==> src/pms_consts.svh <==
// Purpose: Constants for the port-zero mode and management selector
// Assumes: Included by bare name from the package and pms_mode_select
// Notes:   Strap codes, mode field values and startup timing
`ifndef PMS_CONSTS_SVH
`define PMS_CONSTS_SVH

`define PMS_P0_MAC_CODE     3'h0
`define PMS_P0_BAD_CODE     3'h7
`define PMS_MG_SERIAL_CODE  2'h1
`define PMS_MG_I2C_CODE     2'h2
`define PMS_SETTLE_NS       1000
`define PMS_CLK_PERIOD_NS   100
`define PMS_SETTLE_CYCLES   \
  ((`PMS_SETTLE_NS + `PMS_CLK_PERIOD_NS - 1) / `PMS_CLK_PERIOD_NS)
`define PMS_STRAP_W         5
`define PMS_P0_FIELD        4:2
`define PMS_MG_FIELD        1:0
`define PMS_RATE_10         3'h1
`define PMS_RATE_100        3'h2
`define PMS_RATE_200        3'h4
`define PMS_RMII_CODE       3'h6
`define PMS_I2C_PIN_MASTER  1'h1
`define PMS_I2C_PIN_SLAVE   1'h0

`endif

==> src/pms_pkg.sv <==
// Purpose: Types for the port-zero mode and management selector
// Assumes: pms_consts.svh provides the numeric constants
// Notes:   State enum uses one-hot codes
`default_nettype none
`include "pms_consts.svh"

package pms_pkg;

  // Sequencer states, one-hot
  typedef enum logic [2:0] {
    PMS_ST_SETTLE = 3'h1,
    PMS_ST_LOAD   = 3'h2,
    PMS_ST_RUN    = 3'h4
  } pms_state_t;

  // Management path selection on the serial management pins
  typedef enum logic [1:0] {
    PMS_SM_SLAVE_EXT  = 2'h0,
    PMS_SM_MASTER     = 2'h1,
    PMS_SM_SLAVE_VPHY = 2'h2
  } pms_smgmt_t;

endpackage

`default_nettype wire

==> src/pms_mode_select.sv <==
// Purpose: Decode startup straps into port-zero and management modes
// Assumes: Straps settle within the settle time after reset release
// Notes:   Unsupported strap codes fall back to MAC mode, serial managed
`timescale 1ns/1ns
`default_nettype none
`include "pms_consts.svh"

module pms_mode_select
  import pms_pkg::*;
#(
  parameter int SETTLE_CYCLES = `PMS_SETTLE_CYCLES
) (
  input  wire logic       mclk_i,
  input  wire logic       reset_n_i,
  input  wire logic [2:0] port_zero_mode_strap_i,
  input  wire logic       mgmt_strap_hi_i,
  input  wire logic       mgmt_strap_lo_i,
  input  wire logic       eeprom_present_i,
  input  wire logic       eeprom_load_done_i,
  output logic            modes_valid_o,
  output logic            p0_mac_mode_o,
  output logic            p0_phy_mode_o,
  output logic            p0_rmii_o,
  output logic [2:0]      p0_rate_mask_o,
  output logic [2:0]      p12_rate_mask_o,
  output logic            p12_internal_phy_o,
  output logic            i2c_mgmt_o,
  output logic            serial_mgmt_o,
  output logic            i2c_slave_en_o,
  output logic            i2c_pin_owner_o,
  output logic            eeprom_load_req_o,
  output logic [1:0]      smgmt_role_o,
  output logic            smgmt_ext_map_en_o,
  output logic            smgmt_int_phy_en_o,
  output logic            smgmt_vphy_en_o,
  output logic            vphy_en_o,
  output logic            strap_fault_o
);

  localparam int CW = $clog2(SETTLE_CYCLES + 1);

  typedef struct packed {
    pms_state_t  state;
    logic [CW-1:0] cnt;
    logic        valid;
    logic        mac;
    logic        phy;
    logic        rmii;
    logic [2:0]  p0_rate;
    logic [2:0]  p12_rate;
    logic        p12_int;
    logic        i2c_m;
    logic        ser_m;
    logic        i2c_slv;
    logic        i2c_own;
    logic        ee_req;
    pms_smgmt_t  role;
    logic        ext_map;
    logic        int_phy;
    logic        vphy_acc;
    logic        vphy;
    logic        fault;
  } pms_sel_t;

  pms_sel_t st_ff;
  pms_sel_t nxt_st;

  logic                    latch_load;
  logic [`PMS_STRAP_W-1:0] latched;
  logic                    latched_vld;

  // Port-zero strap code decodes to MAC mode
  function automatic logic is_mac(input logic [2:0] code);
    return (code == `PMS_P0_MAC_CODE) || (code == `PMS_P0_BAD_CODE);
  endfunction

  // Management pair decodes to I2C managed
  function automatic logic is_i2c(input logic [1:0] pair);
    return pair == `PMS_MG_I2C_CODE;
  endfunction

  assign latch_load = (st_ff.state == PMS_ST_SETTLE) &&
                      (st_ff.cnt == CW'(SETTLE_CYCLES - 1));

  // Strap capture at end of settle window
  pms_strap_latch #(
    .WIDTH (`PMS_STRAP_W)
  ) u_latch (
    .mclk_i    (mclk_i),
    .reset_n_i (reset_n_i),
    .load_i    (latch_load),
    .strap_i   ({port_zero_mode_strap_i, mgmt_strap_hi_i,
                 mgmt_strap_lo_i}),
    .strap_o   (latched),
    .valid_o   (latched_vld)
  );

  // Sequencer and mode decode
  always_comb begin
    logic [2:0] p0;
    logic [1:0] mg;
    logic       mac;
    logic       i2c;
    logic       bad;
    p0     = latched[`PMS_P0_FIELD];
    mg     = latched[`PMS_MG_FIELD];
    mac    = is_mac(p0);
    i2c    = is_i2c(mg);
    bad    = (p0 == `PMS_P0_BAD_CODE) ||
             ((mg != `PMS_MG_SERIAL_CODE) && !i2c);
    nxt_st = st_ff;
    case (st_ff.state)
      PMS_ST_SETTLE: begin
        if (latch_load) begin
          nxt_st.state = PMS_ST_LOAD;
        end else begin
          nxt_st.cnt = st_ff.cnt + CW'(1);
        end
      end
      PMS_ST_LOAD: begin
        // Modes frozen from latched straps
        nxt_st.valid    = latched_vld;
        nxt_st.fault    = bad;
        nxt_st.mac      = mac;
        nxt_st.phy      = !mac;
        nxt_st.rmii     = !mac && (p0 == `PMS_RMII_CODE);
        nxt_st.p12_int  = 1'b1;
        nxt_st.p12_rate = `PMS_RATE_10 | `PMS_RATE_100;
        if (!mac && (p0 == `PMS_RMII_CODE)) begin
          nxt_st.p0_rate = `PMS_RATE_10 | `PMS_RATE_100;
        end else begin
          nxt_st.p0_rate = `PMS_RATE_10 | `PMS_RATE_100 |
                           `PMS_RATE_200;
        end
        nxt_st.i2c_m   = i2c;
        nxt_st.ser_m   = !i2c;
        nxt_st.i2c_slv = i2c;
        nxt_st.vphy    = !mac;
        if (i2c && mac) begin
          nxt_st.role     = PMS_SM_MASTER;
          nxt_st.ext_map  = 1'b0;
          nxt_st.int_phy  = 1'b0;
          nxt_st.vphy_acc = 1'b0;
        end else if (i2c) begin
          nxt_st.role     = PMS_SM_SLAVE_VPHY;
          nxt_st.ext_map  = 1'b0;
          nxt_st.int_phy  = 1'b0;
          nxt_st.vphy_acc = 1'b1;
        end else begin
          nxt_st.role     = PMS_SM_SLAVE_EXT;
          nxt_st.ext_map  = 1'b1;
          nxt_st.int_phy  = 1'b1;
          nxt_st.vphy_acc = !mac;
        end
        // Shared I2C pins start as EEPROM master when one is fitted
        nxt_st.ee_req  = eeprom_present_i;
        nxt_st.i2c_own = eeprom_present_i ? `PMS_I2C_PIN_MASTER :
                                            `PMS_I2C_PIN_SLAVE;
        nxt_st.state   = PMS_ST_RUN;
      end
      PMS_ST_RUN: begin
        // Hand pins to the slave once the load completes
        if (st_ff.ee_req && eeprom_load_done_i) begin
          nxt_st.ee_req  = 1'b0;
          nxt_st.i2c_own = `PMS_I2C_PIN_SLAVE;
        end
      end
      default: begin
        nxt_st = '0;
        nxt_st.state = PMS_ST_SETTLE;
      end
    endcase
  end

  // State register, synchronous reset
  always_ff @(posedge mclk_i) begin
    if (!reset_n_i) begin
      st_ff       <= '0;
      st_ff.state <= PMS_ST_SETTLE;
    end else begin
      st_ff <= nxt_st;
    end
  end

  // Outputs straight from the state register
  assign modes_valid_o      = st_ff.valid;
  assign p0_mac_mode_o      = st_ff.mac;
  assign p0_phy_mode_o      = st_ff.phy;
  assign p0_rmii_o          = st_ff.rmii;
  assign p0_rate_mask_o     = st_ff.p0_rate;
  assign p12_rate_mask_o    = st_ff.p12_rate;
  assign p12_internal_phy_o = st_ff.p12_int;
  assign i2c_mgmt_o         = st_ff.i2c_m;
  assign serial_mgmt_o      = st_ff.ser_m;
  assign i2c_slave_en_o     = st_ff.i2c_slv;
  assign i2c_pin_owner_o    = st_ff.i2c_own;
  assign eeprom_load_req_o  = st_ff.ee_req;
  assign smgmt_role_o       = st_ff.role;
  assign smgmt_ext_map_en_o = st_ff.ext_map;
  assign smgmt_int_phy_en_o = st_ff.int_phy;
  assign smgmt_vphy_en_o    = st_ff.vphy_acc;
  assign vphy_en_o          = st_ff.vphy;
  assign strap_fault_o      = st_ff.fault;

endmodule

`default_nettype wire

==> src/pms_strap_latch.sv <==
// Purpose: Capture strap levels once, on a single load pulse
// Assumes: Straps are stable while the load pulse is high
// Notes:   Holds captured values until next reset
`timescale 1ns/1ns
`default_nettype none

module pms_strap_latch
  import pms_pkg::*;
#(
  parameter int WIDTH = 5
) (
  input  wire logic             mclk_i,
  input  wire logic             reset_n_i,
  input  wire logic             load_i,
  input  wire logic [WIDTH-1:0] strap_i,
  output logic      [WIDTH-1:0] strap_o,
  output logic                  valid_o
);

  typedef struct packed {
    logic [WIDTH-1:0] val;
    logic             vld;
  } pms_latch_t;

  pms_latch_t st_ff;
  pms_latch_t nxt_st;

  // Take straps once, then freeze
  always_comb begin
    nxt_st = st_ff;
    if (load_i && !st_ff.vld) begin
      nxt_st.val = strap_i;
      nxt_st.vld = 1'b1;
    end
  end

  // State register, synchronous reset
  always_ff @(posedge mclk_i) begin
    if (!reset_n_i) begin
      st_ff <= '0;
    end else begin
      st_ff <= nxt_st;
    end
  end

  assign strap_o = st_ff.val;
  assign valid_o = st_ff.vld;

endmodule

`default_nettype wire
==> config.mk <==
export PLATFORM = sky130hd
export DESIGN_NAME = pms_mode_select
export DESIGN_NICKNAME = d
export VERILOG_FILES = /design/src/pms_pkg.sv /design/src/pms_mode_select.sv /design/src/pms_strap_latch.sv
export VERILOG_INCLUDE_DIRS = /design/src /design/src/src
export SDC_FILE = /design/constraint.sdc
export NUM_CORES = 1
export LEC_CHECK = 0
export BUFFER_PORTS_ARGS = -buffer_cell sky130_fd_sc_hd__buf_2
export CORE_AREA = 2 2 58 60
export CTS_CLUSTER_SIZE = 25
export DETAILED_ROUTE_END_ITERATION = 8
export DIE_AREA = 0 0 60 62
export PLACE_DENSITY = 0.78
export SYNTH_ARGS = -nofsm -noshare
export SYNTH_HDL_FRONTEND = slang
export SYNTH_SLANG_ARGS = --single-unit
==> constraint.sdc <==
create_clock -name mclk_i -period 1.5 [get_ports mclk_i]
set_input_delay 0.3 -clock mclk_i [delete_from_list [all_inputs] [get_ports mclk_i]]
set_output_delay 0.3 -clock mclk_i [all_outputs]
set_load 0.05 [all_outputs]
Word-level counts from Yosys, hierarchy flattened
Cells that the tools add are included.
Word-level totals
  bits in registers: 36
  bits in latches: 0
  bits in writable memories: 0
  bits in read-only memories: 0
  input bits: 9
  output and inout port bits: 23
  logic and storage cells: 66
  memories kept: 0
Cells by class
  add/sub/neg operators: 1
  multiply operators: 0
  divide/modulo/power cells: 0
  $lt $le $gt $ge: 0
  equal/unequal tests: 11
  shift-type cells: 0
  muxes and demuxes: 12
  bitwise gates (word level): 3
  reduce and logical (&&, ||, !) cells: 17
Operator list (number)
  14-bit one-hot mux with 2 select lines: 1
  7-bit one-hot mux with 2 select lines: 1
  5-bit two-way mux: 2
  3-bit == test, second input constant: 3
  3-bit one-hot mux with 3 select lines: 1
  4-bit one-hot mux with 2 select lines: 1
  1-bit logical AND: 6
  3-bit two-way mux: 2
  2-bit one-hot mux with 3 select lines: 1
  2-bit AND reduction: 3
  4-bit by 1-bit adder with 4-bit output, second input constant: 1
  4-bit == test, second input constant: 1
  4-bit two-way mux: 1
  2-bit by 1-bit inequality test with 1-bit output, second input constant: 2
  2-bit inequality test, second input constant: 2
  2-bit OR reduction: 2
  3-bit by 1-bit == test with 1-bit output, second input constant: 1
  3-bit by 2-bit == test with 1-bit output, second input constant: 1
  1-bit zero test: 3
  3-bit zero test: 1
  1-bit NOT: 3
  2-bit == test, second input constant: 1
  1-bit logical OR: 2
  2-bit two-way mux: 1
  1-bit two-way mux: 1

Depth between registers and ports, before layout
  word-level depth: 6
  gate-level depth with buffers: 5
  depth with buffers taken out: 5

By module
From an unflattened synthesis, not the netlist that was laid out.
Unflattened totals
  cells, all modules: 165
  area, all modules: 1551.5 um2
By module, submodules not included
  pms_mode_select: times used 1, cells each 140, area an instance 1306.3 um2, sequential area each 420.4 um2
  pms_strap_latch: times used 1, cells each 25, area an instance 245.2 um2, sequential area each 120.1 um2

Worst setup path after synthesis
Ideal clock, no wire load.
  path type: register -> register
  start point: register st_ff[29] (netlist bit)
  end point: register u_latch.st_ff (netlist bit u_latch.strap_o[0])
  library setup time: 0.072 ns
  data arrival time: 1.383 ns
  data required time: 1.428 ns
  slack: 0.045 ns
  cell stages (with the launch flop): 6
  path buffers: 2
  period minus slack after synthesis: 1.455 ns
  path through: dfxtp_1 -> buf_6 -> or3b_1 -> buf_6 -> nor3_4 -> mux2i_1
On the way
  word-level cells in the longest chain between the ends: 3
Ends and longest elaborated chain
  from (decl): RTL line pms_mode_select.sv:65  | pms_sel_t st_ff;
  from (signal assigned): RTL line pms_mode_select.sv:181  | st_ff <= nxt_st;
  3-bit by 1-bit == test with 1-bit output: RTL line pms_mode_select.sv:82  | assign latch_load = (st_ff.state == PMS_ST_SETTLE) &&
  1-bit logical AND: RTL line pms_mode_select.sv:82
  1-bit logical AND: RTL line pms_strap_latch.sv:31  | if (load_i && !st_ff.vld) begin
  to (signal assigned): RTL line pms_strap_latch.sv:42  | st_ff <= nxt_st;
  to (decl): RTL line pms_strap_latch.sv:25  | pms_latch_t st_ff;
Every way passes these cells.
A chain may end at the register's enable or synchronous reset.

Worst setup path in the final report
  start point: register st_ff[28] (netlist bit)
  end point: register st_ff (netlist bit p0_rmii_o)
On the way
  word-level cells in the longest chain between the ends: 3
  elaborated cells between the ends (all ways): 5
  classes of those cells: eq/ne (3); mux (1); reduce/logical (1)
Ends and longest elaborated chain
  3-bit by 1-bit == test with 1-bit output / 3-bit == test (equally long branches): RTL line pms_mode_select.sv:112  | case (st_ff.state)
  2-bit OR reduction (no source line)
  14-bit one-hot mux with 2 select lines: RTL line pms_mode_select.sv:112
Several ways; a longest one is shown, not always the timed one. The select of a mux whose other input is x is not followed.

==> reports/metrics.csv <==
stage,metric,value,unit
run_status,status,completed,
synthesis,Adder-Cell Fraction of Synth Area,0.03484,
synthesis,"Top FF cell, synth",dfxtp_1,
drt,Antenna Nets Post-Route,0,
drt,via count of the routed design,1198,
synthesis,most numerous cell in the Yosys netlist,dfxtp_1,
power,logic gate share of total power,0.064,
placement,hpwl dp,2074,um
clocking,CTS clock-pin slew for the worst setup and hold paths,150,ps
synthesis,Post-Syn Area,1436,sq um
drt,DRC,0,
synthesis,compound-cell area share of the yosys netlist,0.1672,
grt,GR Overflow Total,0,
power,P_leak,0.7359,nW
grt,busiest grt layer,met2,
synthesis,synth warn,0,
drt,routed length per placed instance,11.83,um
sta,final hold viol count,0,
synthesis,Post-synth top cells,"dfxtp_1, nand2_1, buf_4, nand3b_1",
drt,DRT iter0 DRCs,39,
clocking,worst skew pair latency,320,ps
grt,initial antenna violation count,0,
sta,top achievable clock speed,691.7,MHz
critical_path,Worst Path Max Fanout,12,
min_path,worst min path class,in -> reg,
synthesis,synthesized instance count,159,
grt,largest net degree at the start of global routing,20,
grt,vias in the first global route,976,
critical_path,WP buf/inv,2,
grt,met3 global-route usage,0.01863,
critical_path,max incr delay on CP,480,ps
clocking,clk buf depth,2,
floorplan,Die Ht,62,um
synthesis,Post-Synth XOR/XNOR Area,0.01220,
power,internal power,856.4,uW
critical_path,Crit-path slowest cell,or3b_2,
critical_path,CP cell instances,buf_4 > buf_4 > or3b_2 > a221oi_2,
critical_path,Worst setup SP type,flop,
sta,Fin Hold WS,198.3,ps
drt,Initial DRT Pass Iterations,4,
clocking,CTS tree,yes,
floorplan,Die Wd,60,um
synthesis,Post-synth ARST share,0,
synthesis,Synth Register Bits,27,
synthesis,largest cells by area after synthesis,"dfxtp_1, buf_4, nand2_1",
floorplan,I/O pins,32,
floorplan,Initial Util,0.4518,
placement,RD Place Congestion,0.7191,
floorplan,row cnt,21,
sta,Final Max Tran Viols,0,
clocking,CTS Root Cell,clkbuf_4,
power,power per cell area,646.3,nW/um^2
synthesis,largest family of logic cells by synthesized area,simple AND/OR/NAND/NOR gates,
critical_path,WP data arrival,1690,ps
drt,final WL,2779,um
sta,minimum clock period,1446,ps
drt,routed vias/inst,5.098,
power,Peak VDD IR,0.0004659,V
grt,total global-route track usage,0.1499,
finish,# nets final,203,
synthesis,Syn Area/Cell,9.034,sq um
finish,Antenna diodes,0,
clocking,Max H-tree Level,1,
power,net switching power,254.6,uW
clocking,clock sinks,27,
synthesis,syn_nets,172,
grt,GR Util met2,0.2531,
power,Clock Power Share,0.280,
floorplan,die footprint,3720,sq um
critical_path,WS Path Type,reg -> reg,
synthesis,Synth top area share,0.3763,
power,Net Sw Frac,0.2292,
grt,routing usage on met1,0.2041,
synthesis,synth unique cells,41,
synthesis,largest area contributor in the netlist,dfxtp_1,
synthesis,"EDFF count, synth",0,
power,register share of total power,0.656,
sta,Final setup viols,0,
synthesis,"Seq/Total Area, Yosys",0.3763,
sta,clock skew,3.793,ps
clocking,cts-stage hold buffer count,0,
finish,Area Growth Syn to Fin,19.69,%
critical_path,crit-path leading delay family,simple AND/OR/NAND/NOR gates,
sta,period utilization,0.9639,
clocking,Num CTS Buffers,3,
critical_path,crit path capture type,flop,
power,Tot Pwr,1.111,mW
grt,global-route wire length before repair,4326,um
critical_path,Worst EP required,1740,ps
floorplan,core area,3179,sq um
finish,share of post-route cells with drive strength above 1,0.3545,
flow_run,max-cap violations,0,
critical_path,CP dominant cell by count,buf_4,
synthesis,multiplexer area fraction after synthesis,0.04181,
synthesis,Post-Synth Simple-Gate Area,0.2483,
placement,PortBufs,30,
-- path summary, 6_finish.rpt --
check                           from                  to  slack, ps  depth (start not counted)
setup / recovery           st_ff[28]           p0_rmii_o         50                          4
setup reg to reg           st_ff[28]           p0_rmii_o         50                          4
hold / removal       mgmt_strap_lo_i  u_latch.strap_o[0]        200                          3
hold reg to reg   u_latch.strap_o[0]  u_latch.strap_o[0]        470                          2
-- repair_timing --
item                                   CTS  global route
gates cloned                             0             0
setup endpoints to repair                2            14
setup buffers                            0             2
pin swaps                                1             2
endpoints found under the hold margin    0             0
gates resized for setup                  0             9
-- flip-flops by register name, summed over array words and instances (netlist names) --
name	flops
i2c_mgmt_o	1
i2c_pin_owner_o	1
modes_valid_o	1
p0_mac_mode_o	1
p0_phy_mode_o	1
p0_rate_mask_o	2
p0_rmii_o	1
serial_mgmt_o	1
smgmt_ext_map_en_o	1
smgmt_role_o	2
smgmt_vphy_en_o	1
st_ff	7
strap_fault_o	1
u_latch.strap_o	5
u_latch.valid_o	1
-- metal layers --
metal,share of wire,wire length [um]
met1,0.49,1367
met2,0.47,1307
met3,0.031,86
met4,0.0065,18
met5,0,0
-- kinds of logic (layout without fill, tap and decap cells) --
| kind of cell | after synthesis | in the layout |
|---|---|---|
| buffers and inverters | 28 | 58 |
| AND/OR/NAND/NOR | 58 | 58 |
| AO/OA/AOI/OAI | 33 | 33 |
| multiplexers | 6 | 6 |
| other | 1 | 1 |
| adder cells (fa/ha/maj) | 4 | 4 |
| flip-flops | 27 | 27 |
| XOR/XNOR | 2 | 2 |
-- stage by stage --
stage                     setup TNS [ps]  instances  worst slack [ps]  cell area (sq um)    util
after detailed placement               0        229             21.28               1635  0.5144
after CTS                              0        233             22.61               1663  0.5230
after global routing              -1.941        235            -1.941               1719  0.5407
after global placement                 0        229             48.58               1635  0.5144
after floorplan                        0        159             45.46               1436       -
final                                  0        235             54.22               1719  0.5407
-- power by group through the flow --
stage	Combinational [mW]	Sequential (mW)	Clock [mW]
4_1_cts	0.0713	0.729	0.321
2_1_floorplan	0.0416	0.746	0
5_1_grt	0.0795	0.730	0.347
3_3_place_gp	0.0694	0.745	0
6_report	0.0710	0.729	0.311
3_5_place_dp	0.0710	0.745	0
-- tightest hold or removal path: cells and delay by family --
kind	cells	cell delay (ps)
AND/OR/NAND/NOR	1	40
buffers and inverters	1	90
multiplexers	1	50
-- final cells by class --
type | instances | area [sq um]
clock buffer | 3 | 22.52
clock inverter | 1 | 5.005
fill | 297 | 1460
inverter | 5 | 18.77
multi-input combinational | 104 | 767.0
sequential | 27 | 543.0
tap | 46 | 57.56
timing repair buffer | 49 | 305.3
-- cells in the final DEF, fill, tap and decap left out, types with 2 or more instances in the layout --
cell type   n
a32o_1      2
a21oi_1     7
inv_1       5
nand3_1     2
xnor2_2     2
or3_1       3
dfxtp_2     2
ha_1        3
and3_1      2
nor2b_1     2
nand2_1    17
a221oi_2    2
buf_4      18
nor3_1      3
nand3b_1    8
and2_1      2
a21o_1      4
clkbuf_4    3
o21ai_0     2
nor3b_1     7
o21a_1      7
buf_2      30
nor2_1      3
dfxtp_1    25
o311a_1     2
or3b_2      4
mux2i_1     6
Power figures use the tool's default switching activity.
